===== config.mk =====
export PLATFORM = sky130hd
export DESIGN_NAME = rbc_top
export DESIGN_NICKNAME = d
export VERILOG_FILES = /design/src/rbc_pkg.sv /design/src/rbc_top.sv
export SDC_FILE = /design/constraint.sdc
export NUM_CORES = 1
export LEC_CHECK = 0
export BUFFER_PORTS_ARGS = -buffer_cell sky130_fd_sc_hd__buf_2
export CELL_PAD_IN_SITES_DETAIL_PLACEMENT = 1
export CELL_PAD_IN_SITES_GLOBAL_PLACEMENT = 2
export CORE_ASPECT_RATIO = 0.8
export CORE_MARGIN = 5
export CORE_UTILIZATION = 42
export DETAILED_ROUTE_END_ITERATION = 6
export HOLD_SLACK_MARGIN = 0.12
export PLACE_DENSITY = 0.87
export REMOVE_ABC_BUFFERS = 1
export SLEW_MARGIN = 20
export SYNTH_ARGS = -nofsm -noshare
export SYNTH_HDL_FRONTEND = slang
export SYNTH_SLANG_ARGS = --single-unit

===== constraint.sdc =====
create_clock -name ref_clk -period 12.2 [get_ports ref_clk]
set_clock_uncertainty 0.15 [all_clocks]
set_input_delay 1.83 -clock ref_clk [delete_from_list [all_inputs] [get_ports ref_clk]]
set_output_delay 1.83 -clock ref_clk [all_outputs]
set_load 0.01 [all_outputs]

===== src/rbc_pkg.sv =====
// Constants, register offsets and types for the receiver back-end configuration port.
package rbc_pkg;
	localparam logic [7:0] ADDR_PORT_CFG     = 8'h00;
	localparam logic [7:0] ADDR_CHAN_INDEX   = 8'h05;
	localparam logic [7:0] ADDR_OUT_TEST     = 8'h0d;
	localparam logic [7:0] ADDR_SELFTEST     = 8'h0e;
	localparam logic [7:0] ADDR_OUT_MODE     = 8'h14;
	localparam logic [7:0] ADDR_SIG_FIRST    = 8'h24;
	localparam logic [7:0] ADDR_SIG_SECOND   = 8'h25;
	localparam logic [7:0] ADDR_NS_CONTROL   = 8'h3c;
	localparam logic [7:0] ADDR_NS_TUNING    = 8'h3e;
	localparam logic [7:0] ADDR_TRANSFER     = 8'hff;
	localparam logic [7:0] ADDR_SHADOW_LO    = 8'h08;
	localparam logic [7:0] ADDR_SHADOW_HI    = 8'h3e;
	localparam logic [7:0] RST_PORT_CFG      = 8'h18;
	localparam logic [7:0] RST_CHAN_INDEX    = 8'h0f;
	localparam logic [7:0] RST_ZERO          = 8'h00;
	localparam int         BIT_LSB_FIRST     = 6;
	localparam int         BIT_PIN_IGNORE    = 4;
	localparam int         BIT_ST_ENABLE     = 0;
	localparam int         BIT_ST_RESTART    = 2;
	localparam int         BIT_PN_LONG_RST   = 5;
	localparam int         BIT_PN_SHORT_RST  = 4;
	localparam int         BIT_TWOS_COMP     = 0;
	localparam logic [2:0] NS_MODE_NARROW    = 3'h0;
	localparam logic [2:0] NS_MODE_WIDE      = 3'h1;
	localparam logic [5:0] TW_NARROW_MAX     = 6'h38;
	localparam logic [5:0] TW_WIDE_MAX       = 6'h21;
	localparam logic [9:0] ST_CYCLES         = 10'h200;
	localparam logic [15:0] PN_SEED          = 16'h7fff;
	localparam logic [15:0] SIG_SEED         = 16'h0000;
	localparam logic [3:0] TEST_OFF          = 4'h0;
	localparam logic [3:0] TEST_MID          = 4'h1;
	localparam logic [3:0] TEST_PN           = 4'h5;
	typedef enum logic [1:0] {RBC_IDLE = 2'b00, RBC_INSTR = 2'b01, RBC_DATA = 2'b11}
		rbc_state_e;
endpackage : rbc_pkg


===== src/rbc_top.sv =====
// Serial configuration port, requantizer controls, self-test and output formatting.
`timescale 1ns/1ns
module rbc_top
	import rbc_pkg::*;
#(
	parameter int SAMPLE_W = 11,
	parameter int CHANNELS = 4
) (
	input  wire logic                ref_clk,
	input  wire logic                reset_n,
	input  wire logic                chip_select_n,
	input  wire logic                serial_clock,
	input  wire logic                serial_data_in,
	output logic                     serial_data_out,
	output logic                     serial_data_oe_n,
	input  wire logic                requantizer_mode_pin,
	input  wire logic [SAMPLE_W-1:0] sample_a,
	input  wire logic [SAMPLE_W-1:0] sample_b,
	input  wire logic [SAMPLE_W-1:0] sample_c,
	input  wire logic [SAMPLE_W-1:0] sample_d,
	input  wire logic [CHANNELS-1:0] sample_overrange,
	output logic [SAMPLE_W-1:0]      data_out,
	output logic                     data_clock_out,
	output logic [CHANNELS-1:0]      requantizer_enable,
	output logic [CHANNELS-1:0]      requantizer_wide,
	output logic [CHANNELS*6-1:0]    band_tuning_word,
	output logic                     selftest_busy
);
	// Fibonacci step shared by generator and signature.
	function automatic logic [15:0] lfsr_step(input logic [15:0] v, input logic [15:0] d);
		lfsr_step = {v[14:0], v[15] ^ v[13] ^ v[12] ^ v[10]} ^ d;
	endfunction : lfsr_step

	function automatic logic [7:0] bit_rev(input logic [7:0] v);
		for (int i = 0; i < 8; i++) begin
			bit_rev[i] = v[7-i];
		end
	endfunction : bit_rev

	// Two-stage synchronisers for pins.
	logic [1:0] cs_sync, sck_sync, sdi_sync, mode_sync;
	logic       sck_last, cs_last;
	always_ff @(posedge ref_clk) begin
		if (!reset_n) begin
			cs_sync   <= 2'b11;
			sck_sync  <= 2'b00;
			sdi_sync  <= 2'b00;
			mode_sync <= 2'b11;
			sck_last  <= 1'b0;
			cs_last   <= 1'b1;
		end else begin
			cs_sync   <= {cs_sync[0], chip_select_n};
			sck_sync  <= {sck_sync[0], serial_clock};
			sdi_sync  <= {sdi_sync[0], serial_data_in};
			mode_sync <= {mode_sync[0], requantizer_mode_pin};
			sck_last  <= sck_sync[1];
			cs_last   <= cs_sync[1];
		end
	end
	wire cs_act   = !cs_sync[1];
	wire sck_rise = cs_act && sck_sync[1] && !sck_last;
	wire sck_fall = cs_act && !sck_sync[1] && sck_last;
	wire cs_fall  = cs_last && !cs_sync[1];

	// Serial frame state.
	rbc_state_e  state, next_state;
	logic [15:0] shift, next_shift;
	logic [4:0]  bitcnt, next_bitcnt;
	logic        is_read, next_is_read;
	logic [1:0]  len, next_len;
	logic [7:0]  addr, next_addr;
	logic [1:0]  bytes_done, next_bytes_done;
	logic [7:0]  tx, next_tx;
	logic        sdo, next_sdo, oe_n, next_oe_n;
	logic        wr_pulse, next_wr_pulse;
	logic [7:0]  wr_addr, next_wr_addr, wr_data, next_wr_data;
	// Register state: live copies and shadow copies.
	logic [7:0] port_cfg, chan_index, out_test, out_mode, st_ctrl;
	logic [7:0] sh_out_test, sh_out_mode, sh_st_ctrl;
	logic [7:0] ns_ctrl [CHANNELS], ns_tune [CHANNELS];
	logic [7:0] sh_ns_ctrl [CHANNELS], sh_ns_tune [CHANNELS];
	logic [15:0] signature;
	logic [7:0] rd_data;
	logic       st_done;
	wire lsb_first = port_cfg[BIT_LSB_FIRST];
	logic [1:0] first_ch;

	always_comb begin
		first_ch = 2'd0;
		for (int c = CHANNELS - 1; c >= 0; c--) begin
			if (chan_index[c]) first_ch = 2'(c);
		end
		case (addr)
			ADDR_PORT_CFG:   rd_data = port_cfg;
			ADDR_CHAN_INDEX: rd_data = chan_index;
			ADDR_OUT_TEST:   rd_data = sh_out_test;
			ADDR_OUT_MODE:   rd_data = sh_out_mode;
			ADDR_SELFTEST:   rd_data = sh_st_ctrl;
			ADDR_SIG_FIRST:  rd_data = signature[7:0];
			ADDR_SIG_SECOND: rd_data = signature[15:8];
			ADDR_NS_CONTROL: rd_data = sh_ns_ctrl[first_ch];
			ADDR_NS_TUNING:  rd_data = sh_ns_tune[first_ch];
			default:         rd_data = RST_ZERO;
		endcase
	end

	always_comb begin
		next_state      = state;
		next_shift      = shift;
		next_bitcnt     = bitcnt;
		next_is_read    = is_read;
		next_len        = len;
		next_addr       = addr;
		next_bytes_done = bytes_done;
		next_tx         = tx;
		next_sdo        = sdo;
		next_oe_n       = oe_n;
		next_wr_pulse   = 1'b0;
		next_wr_addr    = wr_addr;
		next_wr_data    = wr_data;
		if (!cs_act) begin
			// Select high pauses a frame at a byte boundary of the data phase and aborts it mid-byte or inside the instruction; the pin is released.
			next_oe_n = 1'b1;
			if (state == RBC_INSTR || bitcnt != 5'd0) next_state = RBC_IDLE;
		end else if (cs_fall && state == RBC_IDLE) begin
			next_state  = RBC_INSTR;
			next_bitcnt = 5'd0;
		end else if (sck_rise && state == RBC_INSTR) begin
			next_shift  = {shift[14:0], sdi_sync[1]};
			next_bitcnt = bitcnt + 5'd1;
			if (bitcnt == 5'd15) begin
				// Instruction: read flag, two length bits, then address.
				next_is_read    = lsb_first ? sdi_sync[1] : shift[14];
				next_len        = lsb_first ? {shift[0], shift[1]} : shift[13:12];
				next_addr       = lsb_first ? bit_rev(shift[14:7])
				                            : {shift[6:0], sdi_sync[1]};
				next_bytes_done = 2'd0;
				next_bitcnt     = 5'd0;
				next_state      = RBC_DATA;
			end
		end else if (sck_rise && state == RBC_DATA) begin
			next_shift  = {shift[14:0], sdi_sync[1]};
			next_bitcnt = bitcnt + 5'd1;
			if (bitcnt == 5'd7) begin
				next_bitcnt = 5'd0;
				if (!is_read) begin
					next_wr_pulse = 1'b1;
					next_wr_addr  = addr;
					next_wr_data  = lsb_first ? bit_rev({shift[6:0], sdi_sync[1]})
					                          : {shift[6:0], sdi_sync[1]};
				end
				next_addr = lsb_first ? addr + 8'd1 : addr - 8'd1;
				if (len != 2'd3 && bytes_done == len) next_state = RBC_IDLE;
				else next_bytes_done = bytes_done + 2'd1;
			end
		end else if (sck_fall && state == RBC_DATA && is_read) begin
			// Drive the next read bit on the falling edge for the host's rising sample.
			next_oe_n = 1'b0;
			if (bitcnt == 5'd0) begin
				next_tx  = lsb_first ? {1'b0, rd_data[7:1]} : {rd_data[6:0], 1'b0};
				next_sdo = lsb_first ? rd_data[0] : rd_data[7];
			end else begin
				next_tx  = lsb_first ? {1'b0, tx[7:1]} : {tx[6:0], 1'b0};
				next_sdo = lsb_first ? tx[0] : tx[7];
			end
		end
	end

	always_ff @(posedge ref_clk) begin
		if (!reset_n) begin
			state <= RBC_IDLE; shift <= 16'h0000; bitcnt <= 5'd0; is_read <= 1'b0;
			len <= 2'd0; addr <= 8'h00; bytes_done <= 2'd0; tx <= 8'h00;
			sdo <= 1'b0; oe_n <= 1'b1; wr_pulse <= 1'b0; wr_addr <= 8'h00; wr_data <= 8'h00;
		end else begin
			state <= next_state; shift <= next_shift; bitcnt <= next_bitcnt;
			is_read <= next_is_read; len <= next_len; addr <= next_addr;
			bytes_done <= next_bytes_done; tx <= next_tx; sdo <= next_sdo;
			oe_n <= next_oe_n; wr_pulse <= next_wr_pulse; wr_addr <= next_wr_addr;
			wr_data <= next_wr_data;
		end
	end
	assign serial_data_out  = sdo;
	assign serial_data_oe_n = oe_n;

	// Register writes; shadowed locations go live on the transfer command.
	wire do_xfer = wr_pulse && wr_addr == ADDR_TRANSFER && wr_data[0];
	always_ff @(posedge ref_clk) begin
		if (!reset_n) begin
			port_cfg <= RST_PORT_CFG; chan_index <= RST_CHAN_INDEX;
			out_test <= RST_ZERO; out_mode <= RST_ZERO; st_ctrl <= RST_ZERO;
			sh_out_test <= RST_ZERO; sh_out_mode <= RST_ZERO; sh_st_ctrl <= RST_ZERO;
			for (int c = 0; c < CHANNELS; c++) begin
				ns_ctrl[c] <= RST_ZERO; ns_tune[c] <= RST_ZERO;
				sh_ns_ctrl[c] <= RST_ZERO; sh_ns_tune[c] <= RST_ZERO;
			end
		end else begin
			if (wr_pulse) begin
				case (wr_addr)
					ADDR_PORT_CFG:   port_cfg <= {1'b0, wr_data[6] | wr_data[1], 3'b011, 1'b0,
					                              wr_data[6] | wr_data[1], 1'b0};
					ADDR_CHAN_INDEX: chan_index <= {4'h0, wr_data[3:0]};
					ADDR_OUT_TEST:   sh_out_test <= wr_data;
					ADDR_OUT_MODE:   sh_out_mode <= wr_data;
					ADDR_SELFTEST:   sh_st_ctrl <= wr_data;
					default: ;
				endcase
				for (int c = 0; c < CHANNELS; c++) begin
					if (chan_index[c] && wr_addr == ADDR_NS_CONTROL) sh_ns_ctrl[c] <= wr_data;
					if (chan_index[c] && wr_addr == ADDR_NS_TUNING)  sh_ns_tune[c] <= wr_data;
				end
			end
			if (do_xfer) begin
				out_test <= sh_out_test; out_mode <= sh_out_mode; st_ctrl <= sh_st_ctrl;
				for (int c = 0; c < CHANNELS; c++) begin
					ns_ctrl[c] <= sh_ns_ctrl[c]; ns_tune[c] <= sh_ns_tune[c];
				end
			end else if (st_done) begin
				st_ctrl[BIT_ST_ENABLE] <= 1'b0;
			end
			// A finished run drops the shadow start bit too, so a later transfer cannot relaunch it.
			if (st_done && !(wr_pulse && wr_addr == ADDR_SELFTEST))
				sh_st_ctrl[BIT_ST_ENABLE] <= 1'b0;
		end
	end

	// Requantizer control per channel.
	logic [CHANNELS-1:0]   next_rq_en, next_rq_wide;
	logic [CHANNELS*6-1:0] next_tw;
	always_comb begin
		for (int c = 0; c < CHANNELS; c++) begin
			// Ignore bit hands control to the register; otherwise the pin rules.
			next_rq_en[c] = ns_ctrl[c][BIT_PIN_IGNORE] ? 1'b1 : !mode_sync[1];
			next_rq_wide[c] = ns_ctrl[c][3:1] == NS_MODE_WIDE;
			if (ns_ctrl[c][3:1] != NS_MODE_NARROW && ns_ctrl[c][3:1] != NS_MODE_WIDE)
				next_rq_en[c] = 1'b0;
			// Unsupported tuning words are clamped to the last valid step.
			if (next_rq_wide[c])
				next_tw[c*6 +: 6] = ns_tune[c][5:0] > TW_WIDE_MAX ? TW_WIDE_MAX
				                  : ns_tune[c][5:0];
			else
				next_tw[c*6 +: 6] = ns_tune[c][5:0] > TW_NARROW_MAX ? TW_NARROW_MAX
				                  : ns_tune[c][5:0];
		end
	end

	// Self-test and pattern generators.
	logic [15:0] pn, next_pn, next_sig;
	logic [9:0]  st_cnt, next_st_cnt;
	logic        st_run, next_st_run, st_en_last;
	wire st_start = st_ctrl[BIT_ST_ENABLE] && !st_en_last && !st_run;
	always_comb begin
		next_pn     = lfsr_step(pn, 16'h0000);
		next_sig    = signature;
		next_st_cnt = st_cnt;
		next_st_run = st_run;
		st_done     = 1'b0;
		if (out_test[BIT_PN_LONG_RST] || out_test[BIT_PN_SHORT_RST]) next_pn = PN_SEED;
		if (st_start) begin
			next_st_run = 1'b1;
			next_st_cnt = 10'd0;
			next_sig    = SIG_SEED;
			if (st_ctrl[BIT_ST_RESTART]) next_pn = PN_SEED;
		end else if (st_run) begin
			next_sig    = lfsr_step(signature, {5'h00, pn[10:0]});
			next_st_cnt = st_cnt + 10'd1;
			if (st_cnt == ST_CYCLES - 10'd1) begin
				next_st_run = 1'b0;
				st_done     = 1'b1;
			end
		end
	end
	always_ff @(posedge ref_clk) begin
		if (!reset_n) begin
			pn <= PN_SEED; signature <= SIG_SEED; st_cnt <= 10'd0;
			st_run <= 1'b0; st_en_last <= 1'b0; selftest_busy <= 1'b0;
		end else begin
			pn <= next_pn; signature <= next_sig; st_cnt <= next_st_cnt;
			st_run <= next_st_run; st_en_last <= st_ctrl[BIT_ST_ENABLE];
			selftest_busy <= next_st_run;
		end
	end

	// Output formatting: A,C on high phase, B,D on low phase.
	logic [1:0]          phase;
	logic [SAMPLE_W-1:0] next_data, raw;
	logic                ovr;
	always_comb begin
		case (phase)
			2'd0: begin raw = sample_a; ovr = sample_overrange[0]; end
			2'd1: begin raw = sample_b; ovr = sample_overrange[1]; end
			2'd2: begin raw = sample_c; ovr = sample_overrange[2]; end
			default: begin raw = sample_d; ovr = sample_overrange[3]; end
		endcase
		if (ovr) raw = raw[SAMPLE_W-1] ? '1 : '0;
		if (out_test[3:0] == TEST_MID) raw = {1'b1, {(SAMPLE_W-1){1'b0}}};
		else if (out_test[3:0] == TEST_PN || st_run) raw = pn[SAMPLE_W-1:0];
		next_data = out_mode[BIT_TWOS_COMP] ? {~raw[SAMPLE_W-1], raw[SAMPLE_W-2:0]} : raw;
	end
	always_ff @(posedge ref_clk) begin
		if (!reset_n) begin
			phase <= 2'd0; data_out <= '0; data_clock_out <= 1'b0;
			requantizer_enable <= '0; requantizer_wide <= '0; band_tuning_word <= '0;
		end else begin
			phase <= phase + 2'd1;
			data_out <= next_data;
			data_clock_out <= !phase[0];
			requantizer_enable <= next_rq_en; requantizer_wide <= next_rq_wide;
			band_tuning_word <= next_tw;
		end
	end

	property p_selftest_len;
		@(posedge ref_clk) disable iff (!reset_n) $rose(st_run) |-> st_run [*8];
	endproperty
	a_selftest_len: assert property (p_selftest_len) else $error("self-test ended early");
	property p_oe_release;
		@(posedge ref_clk) disable iff (!reset_n) !cs_act |=> serial_data_oe_n;
	endproperty
	a_oe_release: assert property (p_oe_release) else $error("data pin driven while idle");
	property p_dco;
		@(posedge ref_clk) disable iff (!reset_n) phase[0] |=> !data_clock_out;
	endproperty
	a_dco: assert property (p_dco) else $error("data clock phase wrong");
	property p_tw_narrow;
		@(posedge ref_clk) disable iff (!reset_n) band_tuning_word[5:0] <= TW_NARROW_MAX;
	endproperty
	a_tw_narrow: assert property (p_tw_narrow) else $error("tuning word out of range");
	property p_wide;
		@(posedge ref_clk) disable iff (!reset_n)
			ns_ctrl[0][3:1] == NS_MODE_WIDE |=> requantizer_wide[0];
	endproperty
	a_wide: assert property (p_wide) else $error("wide mode missed");
	property p_pin;
		@(posedge ref_clk) disable iff (!reset_n)
			!ns_ctrl[0][BIT_PIN_IGNORE] && mode_sync[1] |=> !requantizer_enable[0];
	endproperty
	a_pin: assert property (p_pin) else $error("mode pin ignored");
	property p_ignore;
		@(posedge ref_clk) disable iff (!reset_n)
			ns_ctrl[0][BIT_PIN_IGNORE] && ns_ctrl[0][3:1] == NS_MODE_NARROW
			|=> requantizer_enable[0];
	endproperty
	a_ignore: assert property (p_ignore) else $error("pin override lost");
	property p_seed;
		@(posedge ref_clk) disable iff (!reset_n)
			out_test[BIT_PN_LONG_RST] && !st_start |=> pn == PN_SEED;
	endproperty
	a_seed: assert property (p_seed) else $error("generator not held");
endmodule : rbc_top


==> results of run 1 <==
==> logic make-up (layout without fill, tap and decap cells) <==
family                   count (synthesis)  count (layout)  synth area share [%]
AO/OA/AOI/OAI                          245             245                  12.1
XOR/XNOR                                33              33                  2.17
adder cells (fa/ha/maj)                 16              16                  1.56
buffers and inverters                  107             194                  3.57
flip-flops                             303             303                  53.3
multiplexers                            79              79                  5.98
AND/OR/NAND/NOR                        541             541                  21.3
==> critical path: stages <==
cell and delay (ns):
buf_4 0.10, buf_4 0.37, buf_4 0.60, o21ai_1 0.37, buf_4 0.32, a211oi_1 0.21
==> flip-flops by register name, summed over array words and instances, names as in the netlist, 6 cells and up <==
register and cells:
shift 15, sh_out_mode 8, ns_tune 24, band_tuning_word 24, tx 8, data_out 11, ns_ctrl 16, addr 8
pn 16, sh_out_test 8, st_cnt 10, sh_st_ctrl 8, signature 16, wr_addr 8, wr_data 8, out_test 6
sh_ns_ctrl 32, sh_ns_tune 32
==> cells in the mapped netlist (15+ instances only) <==
cell      count  share of area [%]
mux2i_1      74                5.6
a222oi_1     16                1.2
xnor2_1      23                1.5
and3_1       64                3.0
o21ai_0      47                1.8
ha_1         15                1.4
clkbuf_1     57                1.6
dfxtp_1     199                 30
inv_1        25               0.70
nand3_1      17               0.64
nand2b_1     26                1.2
edfxtp_1    104                 23
a21oi_1      76                2.9
nor2_1      142                4.0
a211oi_1     31                1.7
nand2_1     131                3.7
and2_1       80                3.8
==> per-layer routing <==
layer  vias up  wire length (um)  GRT usage, %
met5         -                 0             0
met4         0               652          3.80
met3        48              1830          3.01
met2       217             17000          33.1
met1      5036             16800          28.2
li1       4854                 -             -
==> worst paths after layout <==
check	from	to	slack (ns)	cells after the start
setup / recovery	reset_n	signature[3]	8.68	6
hold / removal	pn[11]	pn[12]	0.26	1
setup reg to reg	chan_index[0]	serial_data_out	8.92	7
hold reg to reg	pn[11]	pn[12]	0.26	1
==> power breakdown <==
part,leakage (nW),switching [mW],internal [mW],total (mW)
Sequential,2.68,0.0118,1.07,1.08
Clock,0.526,0.406,0.556,0.963
Combinational,2.51,0.0575,0.0333,0.0908
==> final cells by class <==
cell class	count	area, sq um	share of cell area [%]
Clock inverter	12	104	0.687
Clock buffer	46	940	6.21
Sequential cell	303	7110	47.0
Timing Repair Buffer	109	571	3.77
Tap cell	420	526	3.47
Multi-Input combinational cell	914	5780	38.2
Inverter	27	101	0.670
==> metrics by stage <==
| step | hold WS [ns] | util, % | total power, mW | area (sq um) |
|---|---|---|---|---|
| final | 0.256 | 48.2 | 2.13 | 15100 |
| after global routing | 0.270 | 48.2 | 2.21 | 15100 |
| after CTS | 0.261 | 48.2 | 2.15 | 15100 |
| after detailed placement | 0.248 | 44.9 | 1.19 | 14100 |
| after global placement | 0.240 | 44.9 | 1.19 | 14100 |
| after floorplan | 0.236 | - | 1.15 | 12900 |
==> impl_metrics.tcl, run 1 <==
set metrics [dict create \
    leakagePower_nw 5.72 \
    syn_area_per_cell_sq_um 10.1 \
    violations "design-rule violations" \
    path_class "primary input to flip-flop" \
    rows 58 \
    synth_cell_type_count 78 \
    clock_sinks 303 \
    drtAntennaViolNets 0 \
    cts_tree "built" \
    cts_max_level 1 \
    required_ns 12.54 \
    overflow 0 \
    cp-end-kind "flip-flop" \
    die-width_um 209 \
    rsz0062_at_grt "false" \
    antenna_found_initial 1 \
    diodes 0 \
    hpwlAfterDp_um 24800 \
    synthCells 1324 \
    final_cell_count_no_fill 1831 \
    initial_core_util_pct 42.5 \
    numCtsBuffers 31 \
    synth-seq-cells 303 \
    hold_buffers 0 \
    portBuffers 100 \
    max_freq_mhz 284 \
    relSlewSlack_pct 27.8 \
    power_density_nw_per_um2 141 \
    via_per_inst 5.55 \
    syn2layout_area_growth_pct 13.5 \
    ctsResizeCount 0 \
    drc 7 \
    post_drt_wl_per_cell_um 19.8 \
    grt_pass1_wl_um 57200 \
    layout_commonest_cell "dfxtp_1" \
    num_io_pins 101 \
    fin_crit_sh_pct 28.9 \
    die_y_um 169 \
    dr.pass1.iters 7 \
    drt_first_iter_violations 819 \
    synth_edf_count 104 \
    worst_slack_ns 8.68 \
    place_congestion 0.857 \
    finalWirelength_um 36300 \
    pre_cts_ws_ns 8.11 \
    drv_slew 0 \
    fin_crit_ns 3.52 \
    clk_pin_slew_worst_paths_ns 0.06 \
    yosysWarnings 0 \
    drive_gt1_share_pct 13.3 \
    hold_path.class "flip-flop to flip-flop" \
    irDropWorstVdd_mv 0.116 \
    start_kind "primary input" \
    final_cell_mix "dfxtp_1 (199), nor2_1 (141), nand2_1 (131)" \
    tightest_slew_ns 1.08 \
    status "complete, but fails checks" \
    num_vias 10200 \
    insertion_delay_ns 0.59 \
    post_cts_buffers 0 \
    grt_pass1_vias 10300 \
    cp.arrival_ns 3.86 \
    dieArea_sq_um 35400 \
    cts.path.max_buffers 3 \
    setup_viol 0 \
    maxCapViolCount 0 \
    async_flop_share_pct 0 \
    hold_viol 0 \
    grt_max_degree 76 \
    fin_nets 1456 \
    syn-cell-area_sq_um 13300 \
    setup_tns_ns 0 \
    track_usage_pct 20.0 \
    seq_area_frac_synth_pct 53.3 \
    fillers 3529 \
    ys.flop_type "dfxtp_1" \
    crit_path_max_fanout 74 \
    clockRootBuffer "clkbuf_16" \
    fp.coreArea_sq_um 31400 \
    place_inst 1773 \
]
(Power assumes the default switching activity.)
==> run 2, diff against run 1 <==
--- a/config.mk
+++ b/config.mk
@@ -10,10 +10,10 @@
 export CELL_PAD_IN_SITES_GLOBAL_PLACEMENT = 2
 export CORE_ASPECT_RATIO = 0.8
 export CORE_MARGIN = 5
-export CORE_UTILIZATION = 42
+export CORE_UTILIZATION = 35
 export DETAILED_ROUTE_END_ITERATION = 6
 export HOLD_SLACK_MARGIN = 0.12
-export PLACE_DENSITY = 0.87
+export PLACE_DENSITY = 0.77
 export REMOVE_ABC_BUFFERS = 1
 export SLEW_MARGIN = 20
 export SYNTH_ARGS = -nofsm -noshare
==> constraint.sdc (replaced) <==
create_clock -name ref_clk -period 2.9 [get_ports ref_clk]
set_clock_uncertainty 0.15 [all_clocks]
set_input_delay 0.435 -clock ref_clk [delete_from_list [all_inputs] [get_ports ref_clk]]
set_output_delay 0.435 -clock ref_clk [all_outputs]
set_load 0.01 [all_outputs]
==> impl_metrics.tcl, run 2 (same netlist as run 1, synthesis figures left out) <==
set metrics [dict create \
    layout_commonest_cell "dfxtp_1" \
    initial_core_util_pct 35.7 \
    crit_slowest_cell "dfxtp_1" \
    multiInputGateArea_sq_um 5770 \
    final_cell_mix "dfxtp_1 (199), nor2_1 (141), nand2_1 (131)" \
    rows 63 \
    crit_family "simple AND/OR/NAND/NOR gates" \
    p_sw_mw 2.08 \
    portBuffers 100 \
    drc 0 \
    hpwlAfterDp_um 26600 \
    via_per_inst 5.28 \
    cts_max_level 2 \
    num_io_pins 101 \
    fp.coreArea_sq_um 37400 \
    critical_path_buf_inv_count 0 \
    cell_internal_pwr_mw 7.21 \
    path_cells "nand4bb_1, or2_1, or2_0, o211ai_1, o32a_1, o22ai_1, nor2_1" \
    power_density_nw_per_um2 598 \
    track_usage_pct 17.5 \
    die-width_um 228 \
    start_kind "flip-flop" \
    clockRootBuffer "clkbuf_16" \
    irDropWorstVdd_mv 0.278 \
    hold_path.class "primary input to flip-flop" \
    min_delay_path_depth 2 \
    pre_cts_ws_ns 0.355 \
    place_congestion 0.912 \
    worst_slack_ns 0.345 \
    fin_util_pct 41.5 \
    maxCapViolCount 0 \
    cp-end-kind "flip-flop" \
    insertion_delay_ns 0.54 \
    cp.depth 7 \
    ff2ff_path_depth 7 \
    crit_path_max_fanout 14 \
    clk_pin_slew_worst_paths_ns 0.06 \
    drv_slew 0 \
    worst_path_largest_cell_delay_ns 0.71 \
    cts.path.max_buffers 3 \
    hold_ws_ns 0.175 \
    pwr-share-comb_pct 4.2 \
    antenna_found_initial 0 \
    leakagePower_nw 5.88 \
    cp.arrival_ns 2.81 \
    clock_sinks 303 \
    drt_first_iter_violations 733 \
    syn2layout_area_growth_pct 16.5 \
    finalWirelength_um 37600 \
    hold_viol 0 \
    drive_gt1_share_pct 14.5 \
    path_class "flip-flop to flip-flop" \
    fin_crit_sh_pct 88.1 \
    fin_crit_ns 2.56 \
    grt_pass1_vias 10300 \
    numCtsBuffers 34 \
    seqCellArea_sq_um 7110 \
    drtAntennaViolNets 0 \
    max_freq_mhz 391 \
    post_drt_wl_per_cell_um 19.5 \
    tightest_slew_ns 0.890 \
    cts_tree "built" \
    dr.pass1.iters 7 \
    status "finished, final reports clean" \
    required_ns 3.16 \
    power_mw 9.29 \
    overflow 0 \
    die_y_um 185 \
    relSlewSlack_pct 40.6 \
    rsz0062_at_grt "false" \
    place_inst 1862 \
    final_cell_count_no_fill 1929 \
    clock_power_share_pct 47.0 \
    grt_pass1_wl_um 58900 \
    dieArea_sq_um 42100 \
    fin_nets 1485 \
    seq_power_share_pct 48.7 \
    reg_top3 "sh_ns_ctrl (32), sh_ns_tune (32)" \
    fillers 4209 \
    num_vias 10200 \
    switching_share_pct 22.4 \
    ctsResizeCount 0 \
    grt_max_degree 53 \
    setup_viol 0 \
]
## run 2: routing by layer
layer	vias to the layer above	share of wire [%]	GRT usage (%)
met4	0	2.4	4.72
met3	66	4.7	2.85
met2	191	45	28.1
li1	4915	-	-
met5	-	0	0
met1	5005	48	24.8
## run 2: cell type report
class	instances	area share [%]
sequential	303	45.8
multi-input combinational	914	37.1
clock buffer	47	6.12
timing repair buffer	135	5.24
tap	487	3.93
clock inverter	15	1.12
inverter	27	0.653
antenna	1	0.0161
## run 2: final timing paths
check	start	to	slack (ns)
setup / recovery	addr[1]	tx[4]	0.34
hold / removal	reset_n	chan_index[3]	0.18
setup reg to reg	addr[1]	tx[4]	0.34
hold reg to reg	cs_sync[0]	cs_sync[1]	0.26
## run 2: what timing repair did
item                                    4_1_cts  5_1_grt
buffers inserted                              0        0
hold buffers                                  4        0
endpoints found under the setup margin        0        0
endpoints found under the hold margin         4        0
## run 2: power groups by stage
stage                     clock, mW  sequential, mW  combinational [mW]
after global placement            0            4.62               0.387
final                          4.37            4.53               0.394
after global routing           4.68            4.53               0.439
after floorplan                   0            4.63               0.183
after CTS                      4.49            4.53               0.401
after detailed placement          0            4.62               0.395
## run 2: through the flow
stage,TNS (ns),cell area [sq um]
after floorplan,-50.66,12900
after global placement,0,14400
after CTS,0,15500
after global routing,0,15500
after detailed placement,0,14400
final,0,15500
==> run 3, diff against run 2 <==
--- a/config.mk
+++ b/config.mk
@@ -14,6 +14,7 @@
 export DETAILED_ROUTE_END_ITERATION = 6
 export HOLD_SLACK_MARGIN = 0.12
 export PLACE_DENSITY = 0.77
+export RECOVER_POWER = 100
 export REMOVE_ABC_BUFFERS = 1
 export SLEW_MARGIN = 20
 export SYNTH_ARGS = -nofsm -noshare
==> impl_metrics.tcl, run 3 (same netlist as run 1, synthesis figures left out) <==
set metrics [dict create \
    worst_slack_ns 0.231 \
    hold_ws_ns 0.178 \
    num_io_pins 101 \
    fp.coreArea_sq_um 37400 \
    drv_slew 0 \
    track_usage_pct 17.5 \
    clock_sinks 303 \
    pre_cts_ws_ns 0.355 \
    power_density_nw_per_um2 603 \
    portBuffers 100 \
    fin_nets 1485 \
    grt_pass1_wl_um 58900 \
    post_cts_buffers 0 \
    maxCapViolCount 0 \
    setup_viol 0 \
    initial_core_util_pct 35.7 \
    reg_top3 "sh_ns_ctrl (32), sh_ns_tune (32)" \
    relSlewSlack_pct 15.8 \
    required_ns 3.15 \
    cp-end-kind "flip-flop" \
    irDropWorstVdd_mv 0.278 \
    final_cell_count_no_fill 1929 \
    status "complete, but fails checks" \
    fin_util_pct 41.1 \
    crit_path_max_fanout 26 \
    leakagePower_nw 5.61 \
    place_inst 1862 \
    hpwlAfterDp_um 26600 \
    finalWirelength_um 37700 \
    final_cell_area_sq_um 15400 \
    cp.arrival_ns 2.92 \
    syn2layout_area_growth_pct 15.4 \
    clk_pin_slew_worst_paths_ns 0.06 \
    numCtsBuffers 34 \
    cts.path.max_buffers 3 \
    insertion_delay_ns 0.54 \
    start_kind "flip-flop" \
    drtAntennaViolNets 0 \
    via_per_inst 5.27 \
    grt_pass1_vias 10300 \
    path_class "flip-flop to flip-flop" \
    tightest_slew_ns 1.25 \
    power_mw 9.27 \
    drive_gt1_share_pct 10.3 \
    die_y_um 185 \
    drt_first_iter_violations 712 \
    place_congestion 0.912 \
    drc 2 \
    fin_crit_ns 2.67 \
    layout_commonest_cell "dfxtp_1" \
    setup_tns_ns 0 \
    rsz0062_at_grt "false" \
    hold_viol 0 \
    final_cell_mix "dfxtp_1 (199), nor2_1 (142), nand2_1 (131)" \
    hold_path.class "primary input to flip-flop" \
    violations "design-rule violations" \
    fin_crit_sh_pct 92.0 \
    post_drt_wl_per_cell_um 19.5 \
    antenna_found_initial 0 \
    rows 63 \
    dieArea_sq_um 42100 \
    die-width_um 228 \
    dr.pass1.iters 7 \
    num_vias 10200 \
    grt_max_degree 53 \
    clockRootBuffer "clkbuf_16" \
    overflow 0 \
    cts_tree "built" \
    cts_max_level 2 \
    max_freq_mhz 375 \
    placed_area_sq_um 14400 \
]
## run 3: final timing paths
kind | startpoint | end | slack, ns | cells after the start
worst min-delay path | reset_n | chan_index[3] | 0.18 | 2
worst max-delay path | chan_index[0] | tx[4] | 0.23 | 8
worst max register to register | chan_index[0] | tx[4] | 0.23 | 8
worst min register to register | cs_sync[0] | cs_sync[1] | 0.26 | 1
## run 3: routing by layer
layer	GRT usage (%)	wire (um)	vias up	share of wire, %
met5	0	0	-	0
met4	4.72	850	0	2.3
met3	2.85	1440	56	3.8
met2	28.1	17000	162	45
met1	24.8	18400	5022	49
li1	-	-	4922	-
## run 3: what timing repair did
| item | in CTS | in global routing |
|---|---|---|
| hold buffers | 4 | 0 |
| hold endpoints to repair | 4 | 0 |
| gates resized for setup | 0 | 0 |
## run 3: worst max-delay path, cell delays in order (launching register included)
cell and delay [ns]:
dfxtp_1 0.38, or2_4 0.30, nor2_4 0.16, buf_6 0.34, mux2i_1 0.41, o22ai_1 0.16, o32a_1 0.38, o22ai_1 0.16
nor2_1 0.07
## run 3: cell type report
type                       instances  area [sq um]
antenna                            1          2.50
clock buffer                      47           950
clock inverter                    15           174
fill                            4236         22000
inverter                          27           101
multi-input combinational        914          5740
sequential                       303          7110
tap                              487           609
timing repair buffer             135           684
## run 3: power breakdown
group	switching [mW]	leakage, nW	internal, mW	total (mW)
registers	0.0451	2.69	4.48	4.53
logic	0.245	2.38	0.133	0.378
clock network	1.79	0.544	2.58	4.37
